### src/core/dtc_pkg.sv
// Purpose: Shared constants for the dual timer/counter block
// Assumes: 8-bit registers on a classic Wishbone slave, word aligned
// Notes: Byte address is four times the register index
package dtc_pkg;
    localparam int ADDR_W = 10;
    // Register indices
    localparam logic [7:0] IDX_CONTROL = 8'h88;
    localparam logic [7:0] IDX_MODE = 8'h89;
    localparam logic [7:0] IDX_T0_LOW = 8'h8A;
    localparam logic [7:0] IDX_T1_LOW = 8'h8B;
    localparam logic [7:0] IDX_T0_HIGH = 8'h8C;
    localparam logic [7:0] IDX_T1_HIGH = 8'h8D;
    localparam logic [7:0] IDX_CLOCK_CONTROL = 8'h8E;
    localparam logic [7:0] IDX_PIN_SETTING = 8'hB5;
    localparam logic [7:0] IDX_SERVICE_ACK = 8'hF0;
    // Reset values
    localparam logic [7:0] RST_BYTE = 8'h00;
    // Control register fields
    localparam int CTL_T1_FLAG = 7;
    localparam int CTL_T1_RUN = 6;
    localparam int CTL_T0_FLAG = 5;
    localparam int CTL_T0_RUN = 4;
    localparam logic [7:0] CTL_MASK = 8'hF0;
    // Mode register nibble fields
    localparam int MOD_GATE = 3;
    localparam int MOD_COUNTER = 2;
    localparam int MOD_SHIFT_T1 = 4;
    // Clock control fields
    localparam int CKC_T1_SEL = 4;
    localparam int CKC_T0_SEL = 3;
    localparam logic [7:0] CKC_MASK = 8'h5A;
    // Pin setting fields
    localparam int PIN_T1_OE = 3;
    localparam int PIN_T0_OE = 2;
    localparam logic [7:0] PIN_MASK = 8'h8D;
    // Prescaler
    localparam int PRESCALE_DIV = 12;
    localparam logic [3:0] PRESCALE_LAST = 4'(PRESCALE_DIV - 1);
    // Mode codes
    localparam logic [1:0] MODE_13BIT = 2'h0;
    localparam logic [1:0] MODE_16BIT = 2'h1;
    localparam logic [1:0] MODE_RELOAD = 2'h2;
    localparam logic [1:0] MODE_SPLIT = 2'h3;
    localparam logic [4:0] LOW5_MAX = 5'h1F;
    localparam logic [7:0] BYTE_MAX = 8'hFF;
endpackage

### src/core/dtc_tick_if.sv
// Purpose: Carries counter bytes and overflow pulses between modules
// Assumes: One clock domain
// Notes: Driven by the unit, read by the top
`timescale 1ns/1ps
interface dtc_tick_if;
    logic [7:0] low_q;
    logic [7:0] high_q;
    logic low_ovf;
    logic high_ovf;
    logic main_ovf;
    modport unit (output low_q, high_q, low_ovf, high_ovf, main_ovf);
    modport top (input low_q, high_q, low_ovf, high_ovf, main_ovf);
endinterface

### src/core/dtc_top.sv
// Purpose: Dual timer/counter with Wishbone register access
// Assumes: Count and gate pins synchronous to clock
// Notes: Registers answer with ack one cycle after the request
`timescale 1ns/1ps
module dtc_top (
    // Clock and reset
    input wire logic clock,
    input wire logic reset_n,
    // Wishbone slave
    input wire logic wb_cyc_i,
    input wire logic wb_stb_i,
    input wire logic wb_we_i,
    input wire logic [dtc_pkg::ADDR_W-1:0] wb_adr_i,
    input wire logic [3:0] wb_sel_i,
    input wire logic [31:0] wb_dat_i,
    output logic [31:0] wb_dat_o,
    output logic wb_ack_o,
    // Count and gate pins
    input wire logic first_count_pin_in,
    input wire logic second_count_pin_in,
    input wire logic first_gate_pin,
    input wire logic second_gate_pin,
    output logic first_count_pin_out,
    output logic first_count_pin_oe,
    output logic second_count_pin_out,
    output logic second_count_pin_oe,
    // Interrupt service entry
    input wire logic first_service_enter,
    input wire logic second_service_enter,
    // Status outputs
    output logic first_timer_irq,
    output logic second_timer_irq,
    output logic baud_tick
);
    import dtc_pkg::*;

    logic [7:0] timer_control_register;
    logic [7:0] timer_mode_register;
    logic [7:0] clock_control;
    logic [7:0] pin_setting_and_timer_output;
    logic prescale_tick;
    logic first_pin_q;
    logic second_pin_q;
    logic first_fall;
    logic second_fall;
    logic [3:0] mode0;
    logic [3:0] mode1;
    logic first_split;
    logic first_run;
    logic second_run;
    logic first_overflow_flag;
    logic second_overflow_flag;
    logic first_go;
    logic second_go;
    logic first_tick;
    logic second_tick;
    logic split_high_tick;
    logic req;
    logic wr;
    logic [7:0] idx;
    logic [7:0] wbyte;
    logic [7:0] rdata;
    logic first_ovf;
    logic second_ovf;
    logic first_flag_set;
    logic second_flag_set;

    dtc_tick_if first_if ();
    dtc_tick_if second_if ();

    // Nibble of mode register for one timer
    function automatic logic [3:0] nib(input logic [7:0] r, input logic hi);
        nib = hi ? r[7:4] : r[3:0];
    endfunction

    // Timer source enable from select and pin edge
    function automatic logic src_tick(input logic [3:0] m,
                                      input logic direct,
                                      input logic pre,
                                      input logic fall);
        if (m[MOD_COUNTER]) begin
            src_tick = fall;
        end else begin
            src_tick = direct ? 1'b1 : pre;
        end
    endfunction

    assign mode0 = nib(timer_mode_register, 1'b0);
    assign mode1 = nib(timer_mode_register, 1'b1);
    assign first_split = (mode0[1:0] == MODE_SPLIT);
    assign first_run = timer_control_register[CTL_T0_RUN];
    assign second_run = timer_control_register[CTL_T1_RUN];
    assign first_overflow_flag = timer_control_register[CTL_T0_FLAG];
    assign second_overflow_flag = timer_control_register[CTL_T1_FLAG];

    assign req = wb_cyc_i && wb_stb_i && !wb_ack_o;
    assign wr = req && wb_we_i && wb_sel_i[0];
    assign idx = wb_adr_i[ADDR_W-1:2];
    assign wbyte = wb_dat_i[7:0];

    dtc_prescaler u_pre (
        .clock(clock),
        .reset_n(reset_n),
        .tick(prescale_tick)
    );

    // Falling edge on count pins
    always_ff @(posedge clock or negedge reset_n) begin
        if (!reset_n) begin
            first_pin_q <= 1'b1;
            second_pin_q <= 1'b1;
        end else begin
            first_pin_q <= first_count_pin_in;
            second_pin_q <= second_count_pin_in;
        end
    end
    assign first_fall = first_pin_q && !first_count_pin_in;
    assign second_fall = second_pin_q && !second_count_pin_in;

    // Run and gate qualification
    assign first_go = first_run && (!mode0[MOD_GATE] || first_gate_pin);
    // Second timer runs free of its run bit while shared
    assign second_go = (first_split ? 1'b1 : second_run) &&
                       (!mode1[MOD_GATE] || second_gate_pin);

    // Source selection
    assign first_tick = first_go &&
        src_tick(mode0, clock_control[CKC_T0_SEL], prescale_tick, first_fall);
    assign second_tick = second_go &&
        src_tick(mode1, clock_control[CKC_T1_SEL], prescale_tick,
                 second_fall);
    // Split high byte counts clock or prescaler ticks, never pin edges
    assign split_high_tick = second_run &&
        (clock_control[CKC_T0_SEL] ? 1'b1 : prescale_tick);

    dtc_unit u_first (
        .clock(clock),
        .reset_n(reset_n),
        .mode(mode0[1:0]),
        .split_capable(1'b1),
        .low_tick(first_tick),
        .high_tick(split_high_tick),
        .wr_low(wr && idx == IDX_T0_LOW),
        .wr_high(wr && idx == IDX_T0_HIGH),
        .wdata(wbyte),
        .tk(first_if.unit)
    );

    dtc_unit u_second (
        .clock(clock),
        .reset_n(reset_n),
        .mode(mode1[1:0]),
        .split_capable(1'b0),
        .low_tick(second_tick),
        .high_tick(1'b0),
        .wr_low(wr && idx == IDX_T1_LOW),
        .wr_high(wr && idx == IDX_T1_HIGH),
        .wdata(wbyte),
        .tk(second_if.unit)
    );

    // Overflow of the active counter for each timer
    assign first_ovf = first_if.main_ovf || first_if.low_ovf;
    assign second_ovf = second_if.main_ovf;
    assign first_flag_set = first_ovf;
    // Shared: second flag belongs to split high byte
    assign second_flag_set = first_split ? first_if.high_ovf : second_ovf;

    // Control register: flags, run bits; set beats clear
    always_ff @(posedge clock or negedge reset_n) begin
        if (!reset_n) begin
            timer_control_register <= RST_BYTE;
        end else begin
            if (wr && idx == IDX_CONTROL) begin
                timer_control_register <= wbyte & CTL_MASK;
            end else begin
                if (first_service_enter) begin
                    timer_control_register[CTL_T0_FLAG] <= 1'b0;
                end
                if (second_service_enter) begin
                    timer_control_register[CTL_T1_FLAG] <= 1'b0;
                end
            end
            if (first_flag_set) begin
                timer_control_register[CTL_T0_FLAG] <= 1'b1;
            end
            if (second_flag_set) begin
                timer_control_register[CTL_T1_FLAG] <= 1'b1;
            end
        end
    end

    // Configuration registers
    always_ff @(posedge clock or negedge reset_n) begin
        if (!reset_n) begin
            timer_mode_register <= RST_BYTE;
            clock_control <= RST_BYTE;
            pin_setting_and_timer_output <= RST_BYTE;
        end else if (wr) begin
            if (idx == IDX_MODE) begin
                timer_mode_register <= wbyte;
            end
            if (idx == IDX_CLOCK_CONTROL) begin
                clock_control <= wbyte & CKC_MASK;
            end
            if (idx == IDX_PIN_SETTING) begin
                pin_setting_and_timer_output <= wbyte & PIN_MASK;
            end
        end
    end

    // Timer output pins toggle on overflow
    always_ff @(posedge clock or negedge reset_n) begin
        if (!reset_n) begin
            first_count_pin_out <= 1'b0;
            second_count_pin_out <= 1'b0;
            first_count_pin_oe <= 1'b0;
            second_count_pin_oe <= 1'b0;
        end else begin
            first_count_pin_oe <= pin_setting_and_timer_output[PIN_T0_OE];
            second_count_pin_oe <= pin_setting_and_timer_output[PIN_T1_OE];
            if (pin_setting_and_timer_output[PIN_T0_OE] && first_ovf) begin
                first_count_pin_out <= !first_count_pin_out;
            end
            if (pin_setting_and_timer_output[PIN_T1_OE] && second_ovf) begin
                second_count_pin_out <= !second_count_pin_out;
            end
        end
    end

    // Interrupt requests and baud clock
    always_ff @(posedge clock or negedge reset_n) begin
        if (!reset_n) begin
            first_timer_irq <= 1'b0;
            second_timer_irq <= 1'b0;
            baud_tick <= 1'b0;
        end else begin
            first_timer_irq <= first_overflow_flag;
            second_timer_irq <= second_overflow_flag;
            // Second timer only, flag-free while shared
            baud_tick <= second_ovf;
        end
    end

    // Read mux
    always_comb begin
        case (idx)
            IDX_CONTROL: rdata = timer_control_register;
            IDX_MODE: rdata = timer_mode_register;
            IDX_T0_LOW: rdata = first_if.low_q;
            IDX_T1_LOW: rdata = second_if.low_q;
            IDX_T0_HIGH: rdata = first_if.high_q;
            IDX_T1_HIGH: rdata = second_if.high_q;
            IDX_CLOCK_CONTROL: rdata = clock_control;
            IDX_PIN_SETTING: rdata = pin_setting_and_timer_output;
            default: rdata = RST_BYTE;
        endcase
    end

    // Wishbone answer, one cycle after request
    always_ff @(posedge clock or negedge reset_n) begin
        if (!reset_n) begin
            wb_ack_o <= 1'b0;
            wb_dat_o <= 32'h0000_0000;
        end else begin
            wb_ack_o <= req;
            if (req && !wb_we_i) begin
                wb_dat_o <= {24'h00_0000, rdata};
            end
        end
    end
endmodule

### src/core/dtc_unit.sv
// Purpose: One timer's counting registers in all four modes
// Assumes: Enables are one-cycle pulses on the system clock
// Notes: Split flag selects the first timer's two-byte arrangement
`timescale 1ns/1ps
module dtc_unit (
    // Clock and reset
    input wire logic clock,
    input wire logic reset_n,
    // Configuration
    input wire logic [1:0] mode,
    input wire logic split_capable,
    // Count enables
    input wire logic low_tick,
    input wire logic high_tick,
    // Software writes
    input wire logic wr_low,
    input wire logic wr_high,
    input wire logic [7:0] wdata,
    // Results
    dtc_tick_if.unit tk
);
    import dtc_pkg::*;
    logic [7:0] next_low;
    logic [7:0] next_high;
    logic main_ovf_c;
    logic high_ovf_c;
    logic low_ovf_c;
    logic halted;

    assign halted = (mode == MODE_SPLIT) && !split_capable;

    always_comb begin
        next_low = tk.low_q;
        next_high = tk.high_q;
        main_ovf_c = 1'b0;
        high_ovf_c = 1'b0;
        low_ovf_c = 1'b0;
        case (mode)
            MODE_13BIT: begin
                if (low_tick) begin
                    // Upper three low bits held
                    next_low = {tk.low_q[7:5], tk.low_q[4:0] + 5'h01};
                    if (tk.low_q[4:0] == LOW5_MAX) begin
                        next_high = tk.high_q + 8'h01;
                        // 1FFF to 0000
                        main_ovf_c = (tk.high_q == BYTE_MAX);
                    end
                end
            end
            MODE_16BIT: begin
                if (low_tick) begin
                    next_low = tk.low_q + 8'h01;
                    if (tk.low_q == BYTE_MAX) begin
                        next_high = tk.high_q + 8'h01;
                        main_ovf_c = (tk.high_q == BYTE_MAX);
                    end
                end
            end
            MODE_RELOAD: begin
                if (low_tick) begin
                    if (tk.low_q == BYTE_MAX) begin
                        // High byte left intact
                        next_low = tk.high_q;
                        main_ovf_c = 1'b1;
                    end else begin
                        next_low = tk.low_q + 8'h01;
                    end
                end
            end
            default: begin
                if (!halted) begin
                    // Two independent bytes
                    if (low_tick) begin
                        next_low = tk.low_q + 8'h01;
                        low_ovf_c = (tk.low_q == BYTE_MAX);
                    end
                    if (high_tick) begin
                        next_high = tk.high_q + 8'h01;
                        high_ovf_c = (tk.high_q == BYTE_MAX);
                    end
                end
            end
        endcase
        if (wr_low) begin
            next_low = wdata;
        end
        if (wr_high) begin
            next_high = wdata;
        end
    end

    always_ff @(posedge clock or negedge reset_n) begin
        if (!reset_n) begin
            tk.low_q <= RST_BYTE;
            tk.high_q <= RST_BYTE;
            tk.low_ovf <= 1'b0;
            tk.high_ovf <= 1'b0;
            tk.main_ovf <= 1'b0;
        end else begin
            tk.low_q <= next_low;
            tk.high_q <= next_high;
            tk.low_ovf <= low_ovf_c;
            tk.high_ovf <= high_ovf_c;
            tk.main_ovf <= main_ovf_c;
        end
    end
endmodule

### src/core/dtc_prescaler.sv
// Purpose: Divide-by-twelve enable for the timer clock source
// Assumes: Runs from reset onward
// Notes: Pulse lasts one system clock
`timescale 1ns/1ps
module dtc_prescaler (
    // Clock and reset
    input wire logic clock,
    input wire logic reset_n,
    // Enable out
    output logic tick
);
    import dtc_pkg::*;
    logic [3:0] count;

    always_ff @(posedge clock or negedge reset_n) begin
        if (!reset_n) begin
            count <= 4'h0;
            tick <= 1'b0;
        end else begin
            tick <= (count == PRESCALE_LAST);
            if (count == PRESCALE_LAST) begin
                count <= 4'h0;
            end else begin
                count <= count + 4'h1;
            end
        end
    end
endmodule

### config.mk
export PLATFORM = sky130hd
export DESIGN_NAME = dtc_top
export DESIGN_NICKNAME = d
export VERILOG_FILES = /design/src/core/dtc_pkg.sv /design/src/core/dtc_tick_if.sv /design/src/core/dtc_top.sv /design/src/core/dtc_unit.sv /design/src/core/dtc_prescaler.sv
export SDC_FILE = /design/constraint.sdc
export NUM_CORES = 1
export LEC_CHECK = 0
export ABC_AREA = 1
export BUFFER_PORTS_ARGS = -buffer_cell sky130_fd_sc_hd__buf_4
export CAP_MARGIN = 20
export CORE_MARGIN = 4
export CORE_UTILIZATION = 62
export DETAILED_ROUTE_END_ITERATION = 16
export PLACE_DENSITY = 0.87
export REMOVE_ABC_BUFFERS = 1
export SLEW_MARGIN = 20
export SYNTH_ARGS = -nofsm -noshare
export SYNTH_HDL_FRONTEND = slang
export SYNTH_HIERARCHICAL = 1
export SYNTH_SLANG_ARGS = --single-unit
### constraint.sdc
create_clock -name clock -period 5.97 [get_ports clock]
set_input_delay 0.2985 -clock clock [delete_from_list [all_inputs] [get_ports clock]]
set_output_delay 0.2985 -clock clock [all_outputs]
set_load 0.005 [all_outputs]
== After elaboration in Yosys (flattened, before gate mapping) ==
Cells that the tools add are included.
W data, S select, Z words.

* Flip-flop bits (word level): 79

* Mux-type cells: 58
* Equality and inequality tests: 36
* Reduce and logical (&&, ||, !) cells: 46
* $add $sub $neg: 7

{| class="wikitable"
|+ Operators with widths
! cell !! number
|-
| $mux W8 || 20
|-
| $eq A8 B8 Y1 const B || 12
|-
| $pmux W8 S8 || 1
|-
| $pmux W8 S3 || 2
|-
| $add A8 B1 Y8 const B || 4
|-
| $pmux W8 S2 || 2
|-
| $mux W1 || 28
|-
| $logic_and A1 B1 Y1 || 19
|-
| $ne A3 B2 Y1 const B || 6
|-
| $ne A3 B1 Y1 const B || 4
|-
| $add A5 B1 Y5 const B || 2
|-
| $eq A5 B5 Y1 const B || 2
|-
| $mux W5 || 2
|-
| $reduce_bool A3 Y1 || 3
|-
| $eq A2 B2 Y1 const B || 4
|-
| $logic_not A1 Y1 || 8
|-
| $reduce_and A2 Y1 || 4
|-
| $ne A2 B1 Y1 const B || 3
|-
| $pmux W1 S3 || 2
|-
| $reduce_and A3 Y1 || 2
|-
| $reduce_and A6 Y1 || 1
|-
| $ne A5 B4 Y1 const B || 1
|-
| $reduce_and A5 Y1 || 1
|-
| $add A4 B1 Y4 const B || 1
|-
| other kinds (9) || 13
|}

== Depth between registers and ports, before layout ==
Gate-level depths: netlist (run 1).

* Depth after elaboration: 8
* Mapped depth: 14

== Hierarchy ==
Netlist (run 1), hierarchy kept.

{| class="wikitable"
|+ By module, submodules not included
! module !! cells each !! seq. area each (um2) !! instances !! area an instance (um2)
|-
| dtc_unit || 238 || 475.5 || 2 || 1556.5
|-
| dtc_top || 319 || 953.4 || 1 || 2347.3
|-
| dtc_prescaler || 17 || 125.1 || 1 || 193.9
|}

== Least setup slack after synthesis (run 1) ==
No wires, ideal clock.

* Kind: register to register
* Start point: reg second_pin_q
* End point: reg u_second.tk.high_q[6]
* Slack: 3.977 ns
* Path buffers: 0
* Setup time: 0.126 ns
* Stages on the path, launching flop included: 10
* Data arrival time: 1.866 ns
* Cells stage by stage: dfstp_2 > inv_1 > o21ai_0 > o31ai_1 > a221oi_1 > inv_1 > o21ai_1 > nand3_4 > nand2_4 > o21ai_0

* Longest elaborated chain between the ends: 5
* Elaborated cells between the ends (all ways): 6
* Those cells by class: eq/ne: 2; mux: 1; reduce/logical: 3

{| class="wikitable"
|+ Ends and longest elaborated chain
! item !! RTL line !! RTL
|-
| start, declared || dtc_top.sv:43 || <nowiki>logic second_pin_q;</nowiki>
|-
| start signal, assigned || dtc_top.sv:114 || <nowiki>second_pin_q <= second_count_pin_in;</nowiki>
|-
| $logic_and A1 B1 Y1 * || dtc_top.sv:118 || <nowiki>assign second_fall = second_pin_q && !second_count_pin_in;</nowiki>
|-
| $mux W1 * || dtc_top.sv:81 || <nowiki>if (m[MOD_COUNTER]) begin</nowiki>
|-
| $logic_and A1 B1 Y1 * || dtc_top.sv:129 || <nowiki>assign second_tick = second_go &&</nowiki>
|-
| via second_tick || dtc_top.sv:56 || <nowiki>logic second_tick;</nowiki>
|-
| $ne A3 B2 Y1 (no source line) || - ||
|-
| $reduce_and A5 Y1 (no source line) * || - ||
|-
| end signal, assigned || dtc_unit.sv:101 || <nowiki>tk.high_q <= next_high;</nowiki>
|-
| end, declared || dtc_tick_if.sv:11 || <nowiki>modport unit (output low_q, high_q, low_ovf, high_ovf, main_ovf);</nowiki>
|}

The timed path passes the listed nets; every way through them passes the cells marked *.
A chain may end at the register's enable or synchronous reset.

== Final worst setup path (run 1) ==
* Start point: reg second_pin_q
* End point: reg u_second.tk.high_q[5]

Same word-level chain as after synthesis.

==> run summary, run 1 <==
Slew @ Worst Pin - 0.852 ns
Clock power share - 0.400
Worst-Skew Late Latency - 0.36 ns
Antenna viol nets, final - 0
Worst hold start - second_count_pin_in
Hold path depth - 1
Kind of end point of the critical path - flop
RePlAce Congestion - 0.968
Final cell count without fillers - 961
Critical R2R Launch - second_pin_q$_DFF_PN1_
Post-CTS setup buffer count - 0
Crit path DAT - 2.72 ns
CTS max path bufs - 2
First-pass iteration count of the detailed router - 5
Combinational power share - 0.076
Final Critical Period - 2.45 ns
Vias after detailed routing - 5462
Initial core utilization - 0.637
Ports - 97
Routed WL - 15100 µm
Reg2Reg Setup Slack - 3.52 ns
Final Setup Violations - 0
CTS tree - yes
Worst VDD drop - 0.131 mV
Leakage power - 3.13 nW
Sequential power share - 0.524
H-Tree Depth - 3
Vias in the first global route - 5041
Share of cells above drive strength 1 - 0.125
Core box area - 8760 µm²
Die area - 10600 µm²
FF-to-FF End - u_second/tk.high_q[5]$_DFFE_PN0P_
Max-slew headroom at the worst pin - 0.432
Iter 0 DRT Violations - 669
Int Pwr - 0.765 mW
DP Cell Count - 943
First-pass GRT wire length - 24300 µm
Final HPWL DP - 11100 µm
Clk slew on worst S/H paths - 0.09 ns
Critical Path RT - 6.24 ns
Mapped Cells - 806
Die Ht - 103 µm
Port Buf Inserts - 43
Syn-to-layout area delta - 9.01%
Worst-path fanout max - 9
Setup CP Type - reg -> reg
Drt drc - 0
Hold slack final - 0.0490 ns
Clk root buf - clkbuf_8
Cell Area, Synth - 5590 µm²
Final period util - 0.410
Chip width - 103 µm
Synthesis Warnings - 6
Fmax - 0.409 GHz
# clock sinks - 79
Nets - 922
Ant diodes - 0
# rows - 34
Max-slew violation count - 0
Switch share - 0.268
Maximum number of pins on one net before global-route repair - 80
Inserted Clock Buffers - 9
Filler cell count - 759
Total GRT Usage - 0.294
Fin. Hold Viols - 0
Outcome - finished clean
Worst Clk Skew - 0.0115 ns
Initial antenna violation count - 0
Max-cap violations - 0
Post-DR vias/cell - 5.68
WHS Endpoint - second_pin_q$_DFF_PN1_
WL per Instance - 15.8 µm
Reg2Reg Depth - 10
Setup_tns - 0 ns
RSZ-0062 raised after global routing - false
Congestion Overflow GR - 0
Net switching power - 0.279 mW
Power per cell area - 171 nW/µm²
Worst min path class - in -> reg
CP Launch Type - flop
Mean Syn Cell Area - 6.93 µm²
[sequential cells by signal, summed over array words and instances, names as in the netlist, 4 cells and up]
| signal | count |
|---|---|
| clock_control | 4 |
| timer_mode_register | 8 |
| wb_dat_o | 8 |
| u_pre/count | 4 |
| pin_setting_and_timer_output | 4 |
| u_first/tk.high_q | 8 |
| timer_control_register | 4 |
| u_second/tk.high_q | 8 |
| u_second/tk.low_q | 8 |
| u_first/tk.low_q | 8 |
[layer usage]
metal / vias to the layer above / routed length (µm) / track usage
met4: 0 / 337 / 0.0687
met2: 304 / 7150 / 0.493
met1: 2503 / 6200 / 0.393
met3: 44 / 1450 / 0.0602
li1: 2611 / - / -
met5: - / 0 / 0
[critical path, cell delays in order, from the launching register on]
cell	delay, ns
dfstp_2	0.52
inv_1	0.03
o21ai_0	0.13
o31ai_1	0.10
a221oi_1	0.69
inv_1	0.15
o21ai_1	0.26
nand3_4	0.19
nand2_4	0.15
nand2_1	0.06
o21ai_1	0.08
[power groups by stage]
stage / Combinational (mW) / Clock, mW / Sequential (mW)
after floorplan: 0.0336 / 0 / 0.555
after detailed placement: 0.0749 / 0 / 0.558
after CTS: 0.0752 / 0.423 / 0.547
after global placement: 0.0729 / 0 / 0.557
after global routing: 0.0883 / 0.446 / 0.548
final: 0.0793 / 0.417 / 0.547
[cell usage in the layout (no fill, tap or decap), types with 2 or more instances in the layout]
cell and n:
a21oi_1 21, a31oi_1 2, buf_4 45, clkbuf_8 9, clkinv_1 2, clkinv_4 3, clkinvlp_4 2, conb_1 29
dfrtp_1 77, dfstp_2 2, ha_1 17, inv_1 82, inv_2 3, inv_6 3, nand2_1 224, nand2_2 10
nand2_4 2, nand3_1 94, nand3_2 2, nand3_4 3, nand3b_1 6, nand4_1 6, nor2_1 107, nor2_2 8
nor2_4 6, nor3_1 4, nor3_2 2, nor4_1 3, o211ai_1 6, o21ai_0 31, o21ai_1 18, o21ai_2 4
o21bai_1 2, xnor2_1 5, xor2_1 5
[what timing repair did]
| action | CTS | global route |
|---|---|---|
| hold endpoints to repair | 0 | 30 |
| hold buffers | 0 | 1 |
| gates resized for setup | 0 | 0 |
[area by class of cell]
cell class | count | area, µm² | share of cell area
Tap cell | 108 | 135 | 0.0222
Timing Repair Buffer | 47 | 375 | 0.0617
Clock inverter | 7 | 80.1 | 0.0132
Inverter | 89 | 344 | 0.0565
Multi-Input combinational cell | 622 | 3050 | 0.501
Sequential cell | 79 | 1980 | 0.325
Clock buffer | 9 | 124 | 0.0203
[worst max-delay path by stage]
stage	startpoint	to	depth (start not counted)
after floorplan	wb_adr_i[8]	u_first/tk.high_q[6]$_DFFE_PN0P_	10
after global placement	wb_adr_i[6]	u_second/tk.high_q[6]$_DFFE_PN0P_	11
after detailed placement	wb_adr_i[6]	u_second/tk.high_q[6]$_DFFE_PN0P_	11
after CTS	second_pin_q$_DFF_PN1_	u_second/tk.high_q[5]$_DFFE_PN0P_	10
after global routing	second_pin_q$_DFF_PN1_	u_second/tk.high_q[1]$_DFFE_PN0P_	10
final	second_pin_q$_DFF_PN1_	u_second/tk.high_q[5]$_DFFE_PN0P_	10
[per-stage QoR]
stage	cell area (µm²)	worst slack, ns	power [mW]	util
2_1_floorplan	5370	3.37	0.589	-
3_3_place_gp	5850	3.55	0.630	0.667
3_5_place_dp	5850	3.49	0.632	0.667
4_1_cts	6050	3.56	1.04	0.690
5_1_grt	6090	3.35	1.08	0.695
6_report	6090	3.52	1.04	0.695
Power figures use the tool's default switching activity.
==> inputs of run 2 (changes only) <==
CORE_UTILIZATION = 52   (was 62)
PLACE_DENSITY = 0.78   (was 0.87)
clock period = 2 ns   (was 5.97 ns; I/O delays follow)
==> run summary, run 2 (same netlist as run 1, synthesis figures left out) <==
Max-cap violations - 0 (unchanged)
Fmax - 0.527 GHz (was 0.409 GHz)
Pre-CTS setup slack - 0.0236 ns (was 3.49 ns)
# rows - 37 (was 34)
Ant diodes - 0 (unchanged)
Slew @ Worst Pin - 0.559 ns (was 0.852 ns)
RSZ-0062 raised after global routing - false (unchanged)
Total GRT Usage - 0.246 (was 0.294)
Die area - 12500 µm² (was 10600 µm²)
Core box area - 10400 µm² (was 8760 µm²)
Power per cell area - 483 nW/µm² (was 171 nW/µm²)
Worst min path class - in -> reg (unchanged)
Vias in the first global route - 4912 (was 5041)
Chip width - 112 µm (was 103 µm)
# clock sinks - 79 (unchanged)
Ports - 97 (unchanged)
H-Tree Depth - 3 (unchanged)
Antenna viol nets, final - 0 (unchanged)
Initial core utilization - 0.536 (was 0.637)
Port Buf Inserts - 43 (unchanged)
Final cell count without fillers - 1029 (was 961)
Maximum number of pins on one net before global-route repair - 42 (was 80)
CP Launch Type - flop (unchanged)
Met3 usage - 0.0462 (was 0.0602)
WL per Instance - 15.6 µm (was 15.8 µm)
Share of cells above drive strength 1 - 0.174 (was 0.125)
Syn-to-layout area delta - 16.6% (was 9.01%)
First-pass iteration count of the detailed router - 7 (was 5)
Worst-path fanout max - 5 (was 9)
Setup CP Type - reg -> reg (unchanged)
Initial antenna violation count - 0 (unchanged)
Outcome - finished clean (unchanged)
Routed WL - 16000 µm (was 15100 µm)
Post-DR vias/cell - 5.48 (was 5.68)
Kind of end point of the critical path - flop (unchanged)
Met1 Use GR - 0.325 (was 0.393)
Congestion Overflow GR - 0 (unchanged)
Clk slew on worst S/H paths - 0.09 ns (about the same)
Critical Path RT - 2.27 ns (was 6.24 ns)
CTS max path bufs - 2 (unchanged)
Nets - 962 (was 922)
Crit path DAT - 2.17 ns (was 2.72 ns)
Final Worst Setup Slack - 0.103 ns (was 3.52 ns)
RePlAce Congestion - 0.964 (was 0.968)
Worst Clk Skew - 0.0109 ns (was 0.0115 ns)
Vias after detailed routing - 5638 (was 5462)
Most frequent cells in the layout - 224 x nand2_1, 105 x nor2_1, 94 x nand3_1, 79 x inv_1, 76 x dfrtp_1 (was 224 x nand2_1, 107 x nor2_1, 94 x nand3_1, 82 x inv_1, 77 x dfrtp_1)
Die Ht - 112 µm (was 103 µm)
First-pass GRT wire length - 24500 µm (was 24300 µm)
Hold slack final - 0.0134 ns (was 0.0490 ns)
Top Usage Layer GRT - met2 (unchanged)
Utilization after layout - 0.625 (was 0.695)
Commonest non-fill, non-tap cell in the layout - nand2_1 (unchanged)
Final Critical Period - 1.90 ns (was 2.45 ns)
Leakage power - 3.33 nW (was 3.13 nW)
DP Cell Count - 990 (was 943)
Clk root buf - clkbuf_8 (unchanged)
CTS tree - yes (unchanged)
Fin. Hold Viols - 0 (unchanged)
Worst-Skew Late Latency - 0.38 ns (was 0.36 ns)
Final HPWL DP - 11000 µm (was 11100 µm)
Max-slew violation count - 0 (unchanged)
Max-slew headroom at the worst pin - 0.627 (was 0.432)
Met2 usage - 0.404 (was 0.493)
Final Setup Violations - 0 (unchanged)
Worst VDD drop - 0.361 mV (was 0.131 mV)
Drt drc - 0 (unchanged)
Iter 0 DRT Violations - 670 (was 669)
Inserted Clock Buffers - 9 (unchanged)
Final period util - 0.948 (was 0.410)
[run 2: changes by cell type in the layout (fill, tap and decap cells not counted), sizes merged]
cell	delta
buf	+31
clkdlybuf4s15	+1
clkinv	-1
clkinvlp	+5
dlygate4sd3	+5
inv	-2
nand3	+1
[run 2: critical path, cell delays in order, from the launching register on]
cell        delay [ns]
dfrtp_1           0.39
nor2_2            0.14
inv_2             0.08
nor2_8            0.16
inv_4             0.08
nor4_2            0.15
buf_4             0.20
clkinvlp_4        0.15
buf_4             0.17
nor2_1            0.10
nor2_1            0.06
nand2_1           0.06
nand2_1           0.04
[run 2: final timing paths]
kind	start	end	slack (ns)	cells past startpoint
max	wb_ack_o$_DFF_PN0_	u_second/tk.low_q[0]$_DFFE_PN0P_	0.10	12
min	second_service_enter	timer_control_register[7]$_DFFE_PN0P_	0.01	3
max in group asynchronous	reset_n	second_pin_q$_DFF_PN1_	1.08	3
min reg2reg	pin_setting_and_timer_output[2]$_DFFE_PN0P_	first_count_pin_oe$_DFF_PN0_	0.38	0
max reg2reg	wb_ack_o$_DFF_PN0_	u_second/tk.low_q[0]$_DFFE_PN0P_	0.10	12
min in group asynchronous	reset_n	u_first/tk.low_ovf$_DFF_PN0_	0.25	2
[run 2: final cells by class]
type	count	area, µm²
Clock buffer	9	124
Multi-Input combinational cell	623	3110
Sequential cell	79	1980
Clock inverter	7	78.8
Timing Repair Buffer	84	678
Tap cell	136	170
Timing Repair inverter	2	12.5
Fill cell	926	3900
Inverter	89	357
[run 2: report_power, final]
part           switching [mW]  internal, mW
clock                   0.662         0.586
combinational           0.175        0.0913
sequential             0.0167          1.61
[run 2: per-stage QoR]
step	total power, mW	instance area, µm²	TNS, ns
finish	3.14	6510	0
global route	3.26	6510	0
CTS	3.16	6300	0
detailed placement	1.91	6040	0
global placement	1.91	6040	0
floorplan	1.76	5370	-4.28
[run 2: layer usage]
layer / vias to the layer above / part of all wire / wire [µm]
li1: 2692 / - / -
met1: 2601 / 0.40 / 6360
met2: 298 / 0.49 / 7830
met3: 47 / 0.082 / 1310
met4: 0 / 0.032 / 509
met5: - / 0 / 0
[run 2: what timing repair did]
item,CTS,global route
endpoints found under the setup margin,4,27
endpoints found under the hold margin,43,0
resized for setup,1,20
hold buffers,6,0
pin swaps,0,2
setup buffers,0,13
cloned,0,4
